--- src/hw/ifd_pkg.sv ---
package ifd_pkg;

  // ----------------------------------------------------------------
  // word layout, bit 0 is the most significant bit
  // ----------------------------------------------------------------
  localparam int IFD_WORD_W = 24;
  localparam int IFD_ADDR_W = 14;
  localparam int IFD_MADDR_W = 15;
  localparam int IFD_OP_W = 7;
  localparam int IFD_BANK_W = 3;
  localparam int IFD_POS_RELOC = 0;
  localparam int IFD_POS_INDEX = 1;
  localparam int IFD_POS_OP_FIRST = 2;
  localparam int IFD_POS_OP_LAST = 8;
  localparam int IFD_POS_POP = 2;
  localparam int IFD_POS_INDIRECT = 9;
  localparam int IFD_POS_ADDR_FIRST = 10;
  localparam int IFD_POS_ADDR_LAST = 23;
  localparam int IFD_POS_EXT = 10;
  localparam int IFD_POS_SIGN = 0;

  // ----------------------------------------------------------------
  // bank extension
  // ----------------------------------------------------------------
  localparam logic [1:0] IFD_SEL_UPPER = 2'b11;
  localparam logic [1:0] IFD_SEL_LOWER = 2'b10;
  localparam logic [2:0] IFD_UPPER_RESET = 3'h3;
  localparam logic [2:0] IFD_LOWER_RESET = 3'h2;

  // ----------------------------------------------------------------
  // register map, byte offsets
  // ----------------------------------------------------------------
  localparam logic [7:0] IFD_OFS_BANK = 8'h00;
  localparam logic [7:0] IFD_OFS_INDEX = 8'h04;
  localparam logic [7:0] IFD_OFS_STATUS = 8'h08;
  localparam logic [7:0] IFD_OFS_RESULT = 8'h0c;
  localparam logic [7:0] IFD_OFS_FIXED = 8'h10;
  localparam logic [7:0] IFD_OFS_FIXNEG = 8'h14;
  localparam int IFD_BANK_LOWER_LSB = 3;
  localparam int IFD_STAT_LEVELS_LSB = 8;
  localparam int IFD_STAT_OP_LSB = 16;
  localparam int IFD_RES_EA_LSB = 16;
  localparam logic [23:0] IFD_INDEX_RESET = 24'h00_0000;
  localparam logic [23:0] IFD_FIXED_RESET = 24'h00_0000;
  localparam logic [7:0] IFD_LEVELS_RESET = 8'h00;

  // ----------------------------------------------------------------
  // carriers
  // ----------------------------------------------------------------
  typedef struct packed {
    logic req;
    logic [IFD_MADDR_W-1:0] addr;
  } ifd_mem_req_t;

  typedef struct packed {
    logic valid;
    logic [IFD_OP_W-1:0] opcode;
    logic pop;
    logic [IFD_ADDR_W-1:0] eff_addr;
    logic [IFD_MADDR_W-1:0] mem_addr;
  } ifd_exec_t;

  // vector index of a documented bit position
  function automatic int ifd_bit(input int pos);
    return IFD_WORD_W - 1 - pos;
  endfunction : ifd_bit

endpackage : ifd_pkg

--- src/hw/ifd_addr_form.sv ---
`timescale 1ns/1ps
module ifd_addr_form
  import ifd_pkg::*;
(
  input wire logic [ifd_pkg::IFD_WORD_W-1:0] word,
  input wire logic [ifd_pkg::IFD_WORD_W-1:0] index_reg,
  input wire logic [ifd_pkg::IFD_BANK_W-1:0] upper_bank_extension,
  input wire logic [ifd_pkg::IFD_BANK_W-1:0] lower_bank_extension,
  output logic index_flag,
  output logic indirect_flag,
  output logic [ifd_pkg::IFD_ADDR_W-1:0] eff_addr,
  output logic [ifd_pkg::IFD_MADDR_W-1:0] mem_addr
);

  // ----------------------------------------------------------------
  // field split of an address word
  // ----------------------------------------------------------------
  wire logic [IFD_ADDR_W-1:0] addr_field;
  wire logic [IFD_ADDR_W-1:0] index_part;
  wire logic [IFD_BANK_W-1:0] bank_digit;
  wire logic ext_on;

  assign index_flag = word[ifd_bit(IFD_POS_INDEX)];
  assign indirect_flag = word[ifd_bit(IFD_POS_INDIRECT)];
  assign addr_field = word[ifd_bit(IFD_POS_ADDR_FIRST):0];
  assign index_part = index_reg[ifd_bit(IFD_POS_ADDR_FIRST):0];

  // pure add, no extra cycle; carry out of bit 13 dropped
  assign eff_addr = index_flag ? IFD_ADDR_W'(addr_field + index_part) : addr_field;

  // ----------------------------------------------------------------
  // bank extension select
  // ----------------------------------------------------------------
  assign ext_on = eff_addr[IFD_ADDR_W-1 - (IFD_POS_EXT - IFD_POS_ADDR_FIRST)];
  // 1,1 picks upper digit, 1,0 picks lower digit
  assign bank_digit = (eff_addr[IFD_ADDR_W-1:IFD_ADDR_W-2] == IFD_SEL_UPPER) ?
                      upper_bank_extension : lower_bank_extension;
  assign mem_addr = ext_on ? {bank_digit, eff_addr[IFD_ADDR_W-3:0]} :
                    {1'b0, eff_addr};

endmodule : ifd_addr_form

--- src/hw/ifd_decoder.sv ---
`timescale 1ns/1ps
module ifd_decoder
  import ifd_pkg::*;
(
  input wire logic pclk,
  input wire logic presetn,
  input wire logic psel,
  input wire logic penable,
  input wire logic pwrite,
  input wire logic [7:0] paddr,
  input wire logic [31:0] pwdata,
  output logic [31:0] prdata,
  output logic pready,
  output logic pslverr,
  input wire logic operator_start,
  input wire logic fetch_req,
  input wire logic [ifd_pkg::IFD_MADDR_W-1:0] fetch_addr,
  output logic fetch_busy,
  output ifd_pkg::ifd_mem_req_t mem_out,
  input wire logic mem_ack,
  input wire logic [ifd_pkg::IFD_WORD_W-1:0] mem_rdata,
  output ifd_pkg::ifd_exec_t exec_out,
  output logic [ifd_pkg::IFD_BANK_W-1:0] upper_bank_extension,
  output logic [ifd_pkg::IFD_BANK_W-1:0] lower_bank_extension
);
  import ifd_pkg::*;

  // ----------------------------------------------------------------
  // sequencer states
  // ----------------------------------------------------------------
  typedef enum logic [1:0] {
    IFD_IDLE,
    IFD_FETCH_INSTR,
    IFD_FETCH_IND
  } ifd_state_t;

  ifd_state_t state;
  ifd_state_t next_state;
  logic [IFD_WORD_W-1:0] index_reg;
  logic [IFD_WORD_W-1:0] fixed_reg;
  logic [IFD_OP_W-1:0] op_hold;
  logic pop_hold;
  logic [7:0] levels;
  logic [7:0] next_levels;
  logic [IFD_MADDR_W-1:0] next_mem_addr;
  logic next_req;
  logic next_valid;

  // ----------------------------------------------------------------
  // decode of the fetched word
  // ----------------------------------------------------------------
  wire logic word_index;
  wire logic word_indirect;
  wire logic [IFD_ADDR_W-1:0] word_ea;
  wire logic [IFD_MADDR_W-1:0] word_maddr;
  wire logic [IFD_OP_W-1:0] word_op;
  wire logic word_pop;
  wire logic in_fetch;
  wire logic word_taken;
  wire logic take_instr;
  wire logic levels_full;

  // relocation bit never reaches any decode path
  assign word_op = mem_rdata[ifd_bit(IFD_POS_OP_FIRST):ifd_bit(IFD_POS_OP_LAST)];
  assign word_pop = mem_rdata[ifd_bit(IFD_POS_POP)];
  assign in_fetch = (state == IFD_FETCH_INSTR) || (state == IFD_FETCH_IND);
  assign word_taken = in_fetch && mem_ack;
  assign take_instr = word_taken && (state == IFD_FETCH_INSTR);
  // depth counter parks at its top rather than wrapping to zero
  assign levels_full = (levels == 8'hff);

  // same address former for instruction and every indirect level
  ifd_addr_form u_addr_form (
    .word(mem_rdata),
    .index_reg(index_reg),
    .upper_bank_extension(upper_bank_extension),
    .lower_bank_extension(lower_bank_extension),
    .index_flag(word_index),
    .indirect_flag(word_indirect),
    .eff_addr(word_ea),
    .mem_addr(word_maddr)
  );

  // ----------------------------------------------------------------
  // sequencer next state
  // ----------------------------------------------------------------
  always_comb begin
    next_state = state;
    next_req = mem_out.req;
    next_mem_addr = mem_out.addr;
    next_valid = 1'b0;
    next_levels = levels;
    unique case (state)
      IFD_IDLE: begin
        if (fetch_req) begin
          next_state = IFD_FETCH_INSTR;
          next_req = 1'b1;
          next_mem_addr = fetch_addr;
          next_levels = IFD_LEVELS_RESET;
        end
      end
      IFD_FETCH_INSTR, IFD_FETCH_IND: begin
        if (mem_ack) begin
          if (word_indirect) begin
            // one further memory cycle per level, request held high
            next_state = IFD_FETCH_IND;
            next_mem_addr = word_maddr;
            next_levels = levels_full ? levels : 8'(levels + 8'h01);
          end else begin
            next_state = IFD_IDLE;
            next_req = 1'b0;
            next_valid = 1'b1;
          end
        end
      end
      default: begin
        // stray state code: back to idle with the request dropped
        next_state = IFD_IDLE;
        next_req = 1'b0;
      end
    endcase
  end

  // ----------------------------------------------------------------
  // sequencer registers; memory port is read only, word never written
  // ----------------------------------------------------------------
  always_ff @(posedge pclk or negedge presetn) begin
    if (!presetn) begin
      state <= IFD_IDLE;
      mem_out <= '0;
      levels <= IFD_LEVELS_RESET;
      fetch_busy <= 1'b0;
    end else begin
      state <= next_state;
      mem_out.req <= next_req;
      mem_out.addr <= next_mem_addr;
      levels <= next_levels;
      fetch_busy <= (next_state != IFD_IDLE);
    end
  end

  // ----------------------------------------------------------------
  // opcode caught from the instruction only, not from address words
  // ----------------------------------------------------------------
  always_ff @(posedge pclk or negedge presetn) begin
    if (!presetn) begin
      op_hold <= '0;
      pop_hold <= 1'b0;
    end else if (take_instr) begin
      op_hold <= word_op;
      pop_hold <= word_pop;
    end
  end

  // ----------------------------------------------------------------
  // hand-off to execution logic
  // ----------------------------------------------------------------
  wire logic final_from_instr;
  wire logic [IFD_OP_W-1:0] final_op;
  wire logic final_pop;

  // a chain of zero levels ends in the instruction's own cycle
  assign final_from_instr = (state == IFD_FETCH_INSTR);
  assign final_op = final_from_instr ? word_op : op_hold;
  assign final_pop = final_from_instr ? word_pop : pop_hold;

  always_ff @(posedge pclk or negedge presetn) begin
    if (!presetn) begin
      exec_out <= '0;
    end else begin
      exec_out.valid <= next_valid;
      if (next_valid) begin
        exec_out.opcode <= final_op;
        exec_out.pop <= final_pop;
        exec_out.eff_addr <= word_ea;
        exec_out.mem_addr <= word_maddr;
      end
    end
  end

  // ----------------------------------------------------------------
  // apb decode
  // ----------------------------------------------------------------
  wire logic apb_setup;
  wire logic apb_wr;
  wire logic hit_bank;
  wire logic hit_index;
  wire logic hit_status;
  wire logic hit_result;
  wire logic hit_fixed;
  wire logic hit_fixneg;
  wire logic hit_any;
  wire logic wr_bank;
  wire logic wr_index;
  wire logic wr_fixed;
  wire logic [IFD_BANK_W-1:0] wr_upper;
  wire logic [IFD_BANK_W-1:0] wr_lower;

  // one offset compare shared by every register select
  function automatic logic reg_hit(input logic [7:0] a, input logic [7:0] ofs);
    return a == ofs;
  endfunction : reg_hit

  // a write lands only at the access edge that completes it
  assign apb_setup = psel && !penable;
  assign apb_wr = psel && penable && pwrite && pready;
  assign hit_bank = reg_hit(paddr, IFD_OFS_BANK);
  assign hit_index = reg_hit(paddr, IFD_OFS_INDEX);
  assign hit_status = reg_hit(paddr, IFD_OFS_STATUS);
  assign hit_result = reg_hit(paddr, IFD_OFS_RESULT);
  assign hit_fixed = reg_hit(paddr, IFD_OFS_FIXED);
  assign hit_fixneg = reg_hit(paddr, IFD_OFS_FIXNEG);
  assign hit_any = hit_bank | hit_index | hit_status | hit_result | hit_fixed | hit_fixneg;

  // status, result and negation views are read only; writes fall away
  assign wr_bank = apb_wr && hit_bank;
  assign wr_index = apb_wr && hit_index;
  assign wr_fixed = apb_wr && hit_fixed;
  assign wr_upper = pwdata[IFD_BANK_W-1:0];
  assign wr_lower = pwdata[IFD_BANK_LOWER_LSB +: IFD_BANK_W];

  // ----------------------------------------------------------------
  // bank extension registers; operator start wins over a write
  // ----------------------------------------------------------------
  always_ff @(posedge pclk or negedge presetn) begin
    if (!presetn) begin
      upper_bank_extension <= IFD_UPPER_RESET;
      lower_bank_extension <= IFD_LOWER_RESET;
    end else if (operator_start) begin
      upper_bank_extension <= IFD_UPPER_RESET;
      lower_bank_extension <= IFD_LOWER_RESET;
    end else if (wr_bank) begin
      upper_bank_extension <= wr_upper;
      lower_bank_extension <= wr_lower;
    end
  end

  // ----------------------------------------------------------------
  // index and fixed-point operand registers
  // ----------------------------------------------------------------
  // whole word kept, though only the low 14 bits reach the adder
  always_ff @(posedge pclk or negedge presetn) begin
    if (!presetn) begin
      index_reg <= IFD_INDEX_RESET;
    end else if (wr_index) begin
      index_reg <= pwdata[IFD_WORD_W-1:0];
    end
  end

  // upper eight bus bits dropped, a word is only 24 wide
  always_ff @(posedge pclk or negedge presetn) begin
    if (!presetn) begin
      fixed_reg <= IFD_FIXED_RESET;
    end else if (wr_fixed) begin
      fixed_reg <= pwdata[IFD_WORD_W-1:0];
    end
  end

  // ----------------------------------------------------------------
  // fixed-point views: sign and two's complement negation
  // ----------------------------------------------------------------
  wire logic fixed_sign;
  wire logic [IFD_WORD_W-1:0] fixed_neg;
  wire logic fixed_neg_ovf;

  assign fixed_sign = fixed_reg[ifd_bit(IFD_POS_SIGN)];
  assign fixed_neg = IFD_WORD_W'(~fixed_reg + 24'h00_0001);
  // most negative value has no positive twin
  assign fixed_neg_ovf = fixed_sign && (fixed_neg == fixed_reg);

  // ----------------------------------------------------------------
  // read mux
  // ----------------------------------------------------------------
  wire logic [31:0] rd_bank;
  wire logic [31:0] rd_status;
  wire logic [31:0] rd_result;
  wire logic [31:0] rd_fixneg;
  wire logic [31:0] rd_mux;
  wire logic upper_lit;
  wire logic lower_lit;

  assign rd_bank = {26'h000_0000, lower_bank_extension, upper_bank_extension};
  // bits 1 and 2 light when a bank differs from its start value
  assign upper_lit = (upper_bank_extension != IFD_UPPER_RESET);
  assign lower_lit = (lower_bank_extension != IFD_LOWER_RESET);
  assign rd_status = {9'h000, exec_out.opcode, levels, 5'h00,
                      lower_lit, upper_lit, fetch_busy};
  assign rd_result = {1'b0, exec_out.eff_addr, 1'b0, exec_out.pop, exec_out.mem_addr};
  assign rd_fixneg = {6'h00, fixed_neg_ovf, fixed_sign, fixed_neg};
  assign rd_mux = hit_bank ? rd_bank :
                  hit_index ? {8'h00, index_reg} :
                  hit_status ? rd_status :
                  hit_result ? rd_result :
                  hit_fixed ? {8'h00, fixed_reg} :
                  hit_fixneg ? rd_fixneg : 32'h0000_0000;

  // ----------------------------------------------------------------
  // apb answer: zero wait, read data latched in the setup cycle
  // ----------------------------------------------------------------
  wire logic [31:0] next_prdata;
  wire logic next_pslverr;

  // writes answer zero, so no stale read data leaks onto the bus
  assign next_prdata = pwrite ? 32'h0000_0000 : rd_mux;
  assign next_pslverr = !hit_any;

  // ready from the first edge after reset and never lowered again
  always_ff @(posedge pclk or negedge presetn) begin
    if (!presetn) begin
      pready <= 1'b0;
    end else begin
      pready <= 1'b1;
    end
  end

  // caught at the setup edge; stands until the next setup cycle
  always_ff @(posedge pclk or negedge presetn) begin
    if (!presetn) begin
      prdata <= 32'h0000_0000;
      pslverr <= 1'b0;
    end else if (apb_setup) begin
      prdata <= next_prdata;
      pslverr <= next_pslverr;
    end
  end

endmodule : ifd_decoder

--- config.mk ---
export PLATFORM = sky130hd
export DESIGN_NAME = ifd_decoder
export DESIGN_NICKNAME = d
export VERILOG_FILES = /design/src/hw/ifd_pkg.sv /design/src/hw/ifd_addr_form.sv /design/src/hw/ifd_decoder.sv
export SDC_FILE = /design/constraint.sdc
export NUM_CORES = 1
export LEC_CHECK = 0
export BUFFER_PORTS_ARGS = -buffer_cell sky130_fd_sc_hd__buf_2
export CAP_MARGIN = 0
export CORE_UTILIZATION = 55
export CTS_BUF_LIST = sky130_fd_sc_hd__clkbuf_16
export CTS_CLUSTER_DIAMETER = 60
export DETAILED_ROUTE_END_ITERATION = 7
export PLACE_DENSITY = 0.8
export SLEW_MARGIN = 0
export SYNTH_ARGS = -nofsm -noshare
export SYNTH_HDL_FRONTEND = slang
export SYNTH_SLANG_ARGS = --single-unit
--- constraint.sdc ---
create_clock -name pclk -period 3.27 [get_ports pclk]
set_input_delay 0.327 -clock pclk [delete_from_list [all_inputs] [get_ports pclk]]
set_output_delay 0.327 -clock pclk [all_outputs]
set_load 0.1 [all_outputs]
==> flow_summary.yaml <==
grt:
  grt_use_total_pct: 31.9
  grt_pass1_vias: 6576
  antenna_found_initial: 1
  grt_pass1_wl_um: 36000
  grt_max_degree: 63
  gr-total-overflow: 0
drt:
  drtIter0Drc: 629
  vias_per_cell: 6.05
  detail-route-antenna-nets: 0
  drt-pass1-iter-count: 7
  routed_wl_um: 23300
  vias: 7195
  drc: 0
  wire_per_inst_um: 19.6
worst_setup_path:
  worstSetupStartpoint: "index_reg[0]$_DFFE_PN0P_"
  endpoint_kind: "flop"
  cp_max_fo: 5
  setup.worst_path.end: "exec_out[14]$_DFFE_PN0P_"
  path_cells: "ha_1, inv_1, fa_1, nor2b_1, o31ai_1, a31oi_1, a211o_1, nand3_1, mux2i_1, or2_1, o21ai_0"
  reg2regPathDepth: 11
  reg2reg_slack_ns: 0.40
  cp_data_required_time_ns: 3.62
  r2r-end: "exec_out[14]$_DFFE_PN0P_"
  reg2reg_from: "index_reg[0]$_DFFE_PN0P_"
  worstSetupStartpointType: "flop"
  worstPathArrival_ns: 3.21
  crit_slowest_cell: "dfrtp_1"
  slowest_delay_ns: 0.43
  path_class: "reg -> reg"
pwr:
  switchingPower_uw: 4570
  p_comb_share_pct: 48.2
  clkPwrFrac_pct: 22.4
  switching_share_pct: 52.9
  peakVddDrop_v: 0.000992
  p_int_uw: 4080
  power.density_mw_per_mm2: 896
  seqPwrFrac_pct: 29.4
  p_leak_uw: 0.00480
finish:
  regMostFlops: "prdata"
  largest_register_ffs: 31
  area_growth_pct: 18.7
  nets: 1098
  reg.largest.list: "prdata: 31 flops, exec_out: 25 flops"
  multi_input_area_mm2: 0.00411
  register_area_mm2: 0.00366
  fill_cells: 1199
  drive_gt1_share_pct: 29.1
hold_path:
  hold_depth: 2
  holdCritStartpoint: "operator_start"
  hp-class: "in -> reg"
yosys:
  seq_area_frac_synth_pct: 44.9
  synth_async_sr_flop_share_pct: 100
  syn_avg_cell_area_um2: 9.62
  synth_cell_types: 68
  synth_ff_type: "dfrtp_1"
  yosysWarnings: 0
  synth-seq-cells: 146
  synthTopCellsByArea: "dfrtp_1, mux2_2, o21ai_0, nand2_1, mux2i_1"
  syn_nets: 952
  synth-edff-count: 0
  synth.cell_area_mm2: 0.00814
  yosysTopAreaCell: "dfrtp_1"
  yosysTopAreaCellShare_pct: 44.0
  syn_inst: 846
sta:
  setup_viol: 0
  fmax_ghz: 0.349
  hold_viol_final: 0
  rsz0062_at_grt: "no"
  worstMarginPinSlew_ns: 1.01
  fin_crit_sh_pct: 87.7
  final_max_slew_viol_count: 0
  period_needed_ns: 2.87
  setup_tns_ns: 0
  max_slew_margin_pct: 31.9
  finClkSkew_ns: 0.0116
  hold-worst-slack_ns: 0.122
clocking:
  clk_latency_ns: 0.44
  holdBufCountCts: 1
  clock-root-buffer: "clkbuf_16"
  cts_buffers: 17
  cts.sinks: 146
  tritoncts: "done"
  cts.htree.levels: 4
  postCtsSetupBuffers: 0
  cts.repair.resized: 0
  clk_pin_slew_worst_paths_ns: 0.07
  clock_path_buffers: 2
floorplan:
  dieArea_mm2: 0.0153
  dieWidth_um: 124
  rows: 44
  die_h_um: 124
  start_util_pct: 56.2
  pin_count: 182
  core_area_mm2: 0.0145
outcome:
  status: "finished, final reports clean"
run:
  max-cap-violations: 0
place:
  place_congestion: 0.918
  port-buffer-count: 171
  dp_hpwl_um: 17300
through the flow:
| step | setup slack (ns) | total power [uW] | utilization [%] | instance area (um^2) | cells |
|---|---|---|---|---|---|
| 2_1_floorplan | 0.964 | 5980 | - | 8140 | 846 |
| 3_3_place_gp | 0.568 | 6660 | 62.6 | 9060 | 1156 |
| 3_5_place_dp | 0.451 | 6740 | 62.6 | 9060 | 1156 |
| 4_1_cts | 0.432 | 8660 | 66.7 | 9660 | 1189 |
| 5_1_grt | 0.183 | 9030 | 66.7 | 9660 | 1189 |
| 6_report | 0.403 | 8650 | 66.7 | 9660 | 1190 |
layout by cell type, fill, tap and decap left out, types with 7 or more instances in the layout:
cell       netlist  routed
nor2_1          45      45
inv_1           19      19
xnor2_1          8       8
ha_1            18      18
nor3_1          12      12
a21o_1           9       9
o22ai_1         10      10
nand2_1        110     110
nand2b_1         8       8
a31oi_1          7       7
a22o_1          16      16
buf_4           14      14
buf_2            4     170
mux2_2          49      49
mux2i_1         28      28
nand3_1         15      15
clkbuf_16        0      17
o31ai_1         12      12
a21oi_1         38      38
xor2_1          18      18
o21ai_0         92      92
dfrtp_1        143     143
nor2b_1         14      14
critical path: cells and delay by family, from the launching register on:
family | cells | cell delay [ns]
compound gates | 4 | 0.85
fa+ha+maj | 2 | 0.58
buf+inv | 1 | 0.06
flops | 1 | 0.43
mux | 1 | 0.20
simple gates | 3 | 0.66
synth_stat cells (3+ instances only):
cell type	number
dfrtp_1	143
nand2_1	110
o21ai_0	92
mux2_2	49
nor2_1	45
a21oi_1	38
clkbuf_1	36
mux2i_1	28
inv_1	19
ha_1	18
xor2_1	18
a22o_1	16
nand3_1	15
buf_4	14
nor2b_1	14
nor3_1	12
o31ai_1	12
o22ai_1	10
a21o_1	9
nand2b_1	8
xnor2_1	8
a31oi_1	7
a211oi_1	6
a22oi_1	6
and3_1	6
mux2_1	6
nor4_1	6
a211o_1	5
or4_4	5
a32oi_1	4
buf_1	4
buf_2	4
nand4_1	4
o221ai_1	4
or2_2	4
or3_1	4
dfstp_2	3
nor2_2	3
nor2_4	3
o2111ai_1	3
o211ai_1	3
or4_1	3
layout make-up:
| class | instances | share of cell area (%) |
|---|---|---|
| multi-input cells | 620 | 42.5 |
| flip-flops and latches | 146 | 37.9 |
| repair buffers | 187 | 10.3 |
| clock buffers | 17 | 4.40 |
| well taps | 184 | 2.38 |
| clock inverters | 15 | 1.67 |
| inverters | 20 | 0.777 |
| diodes | 1 | 0.0259 |
how the worst min path moves through the flow:
stage	endpoint	slack, ns
global placement	prdata[19]$_DFFE_PN0P_	0.30
finish	lower_bank_extension[2]$_DFFE_PN0P_	0.12
floorplan	exec_out[12]$_DFFE_PN0P_	0.03
CTS	lower_bank_extension[2]$_DFFE_PN0P_	0.12
detailed placement	prdata[19]$_DFFE_PN0P_	0.30
global route	lower_bank_extension[2]$_DFFE_PN0P_	0.12
routing by layer:
metal	global-route usage [%]	routed length, um	part of all wire, %	up-vias
li1	-	-	-	3333
met1	45.1	10300	44	3441
met2	46.7	10300	44	357
met3	7.14	1870	8.0	64
met4	14.9	892	3.8	0
met5	0	0	0	-
cells by family after synthesis:
family	count (synthesis)	share of synthesized area [%]
simple gates	256	15.4
fa+ha+maj	19	3.01
xor+xnor	26	2.80
other cells	2	0.0923
flops	146	44.9
compound gates	234	18.1
mux	83	11.1
buf+inv	80	4.58
power groups by stage:
stage / clock network [uW] / logic, uW / registers (uW)
floorplan: 0 / 1790 / 4190
global placement: 0 / 4110 / 2550
detailed placement: 0 / 4170 / 2560
CTS: 1940 / 4180 / 2540
global route: 2020 / 4420 / 2580
finish: 1930 / 4180 / 2540
Note: power is estimated with default switching activity, not from simulation.
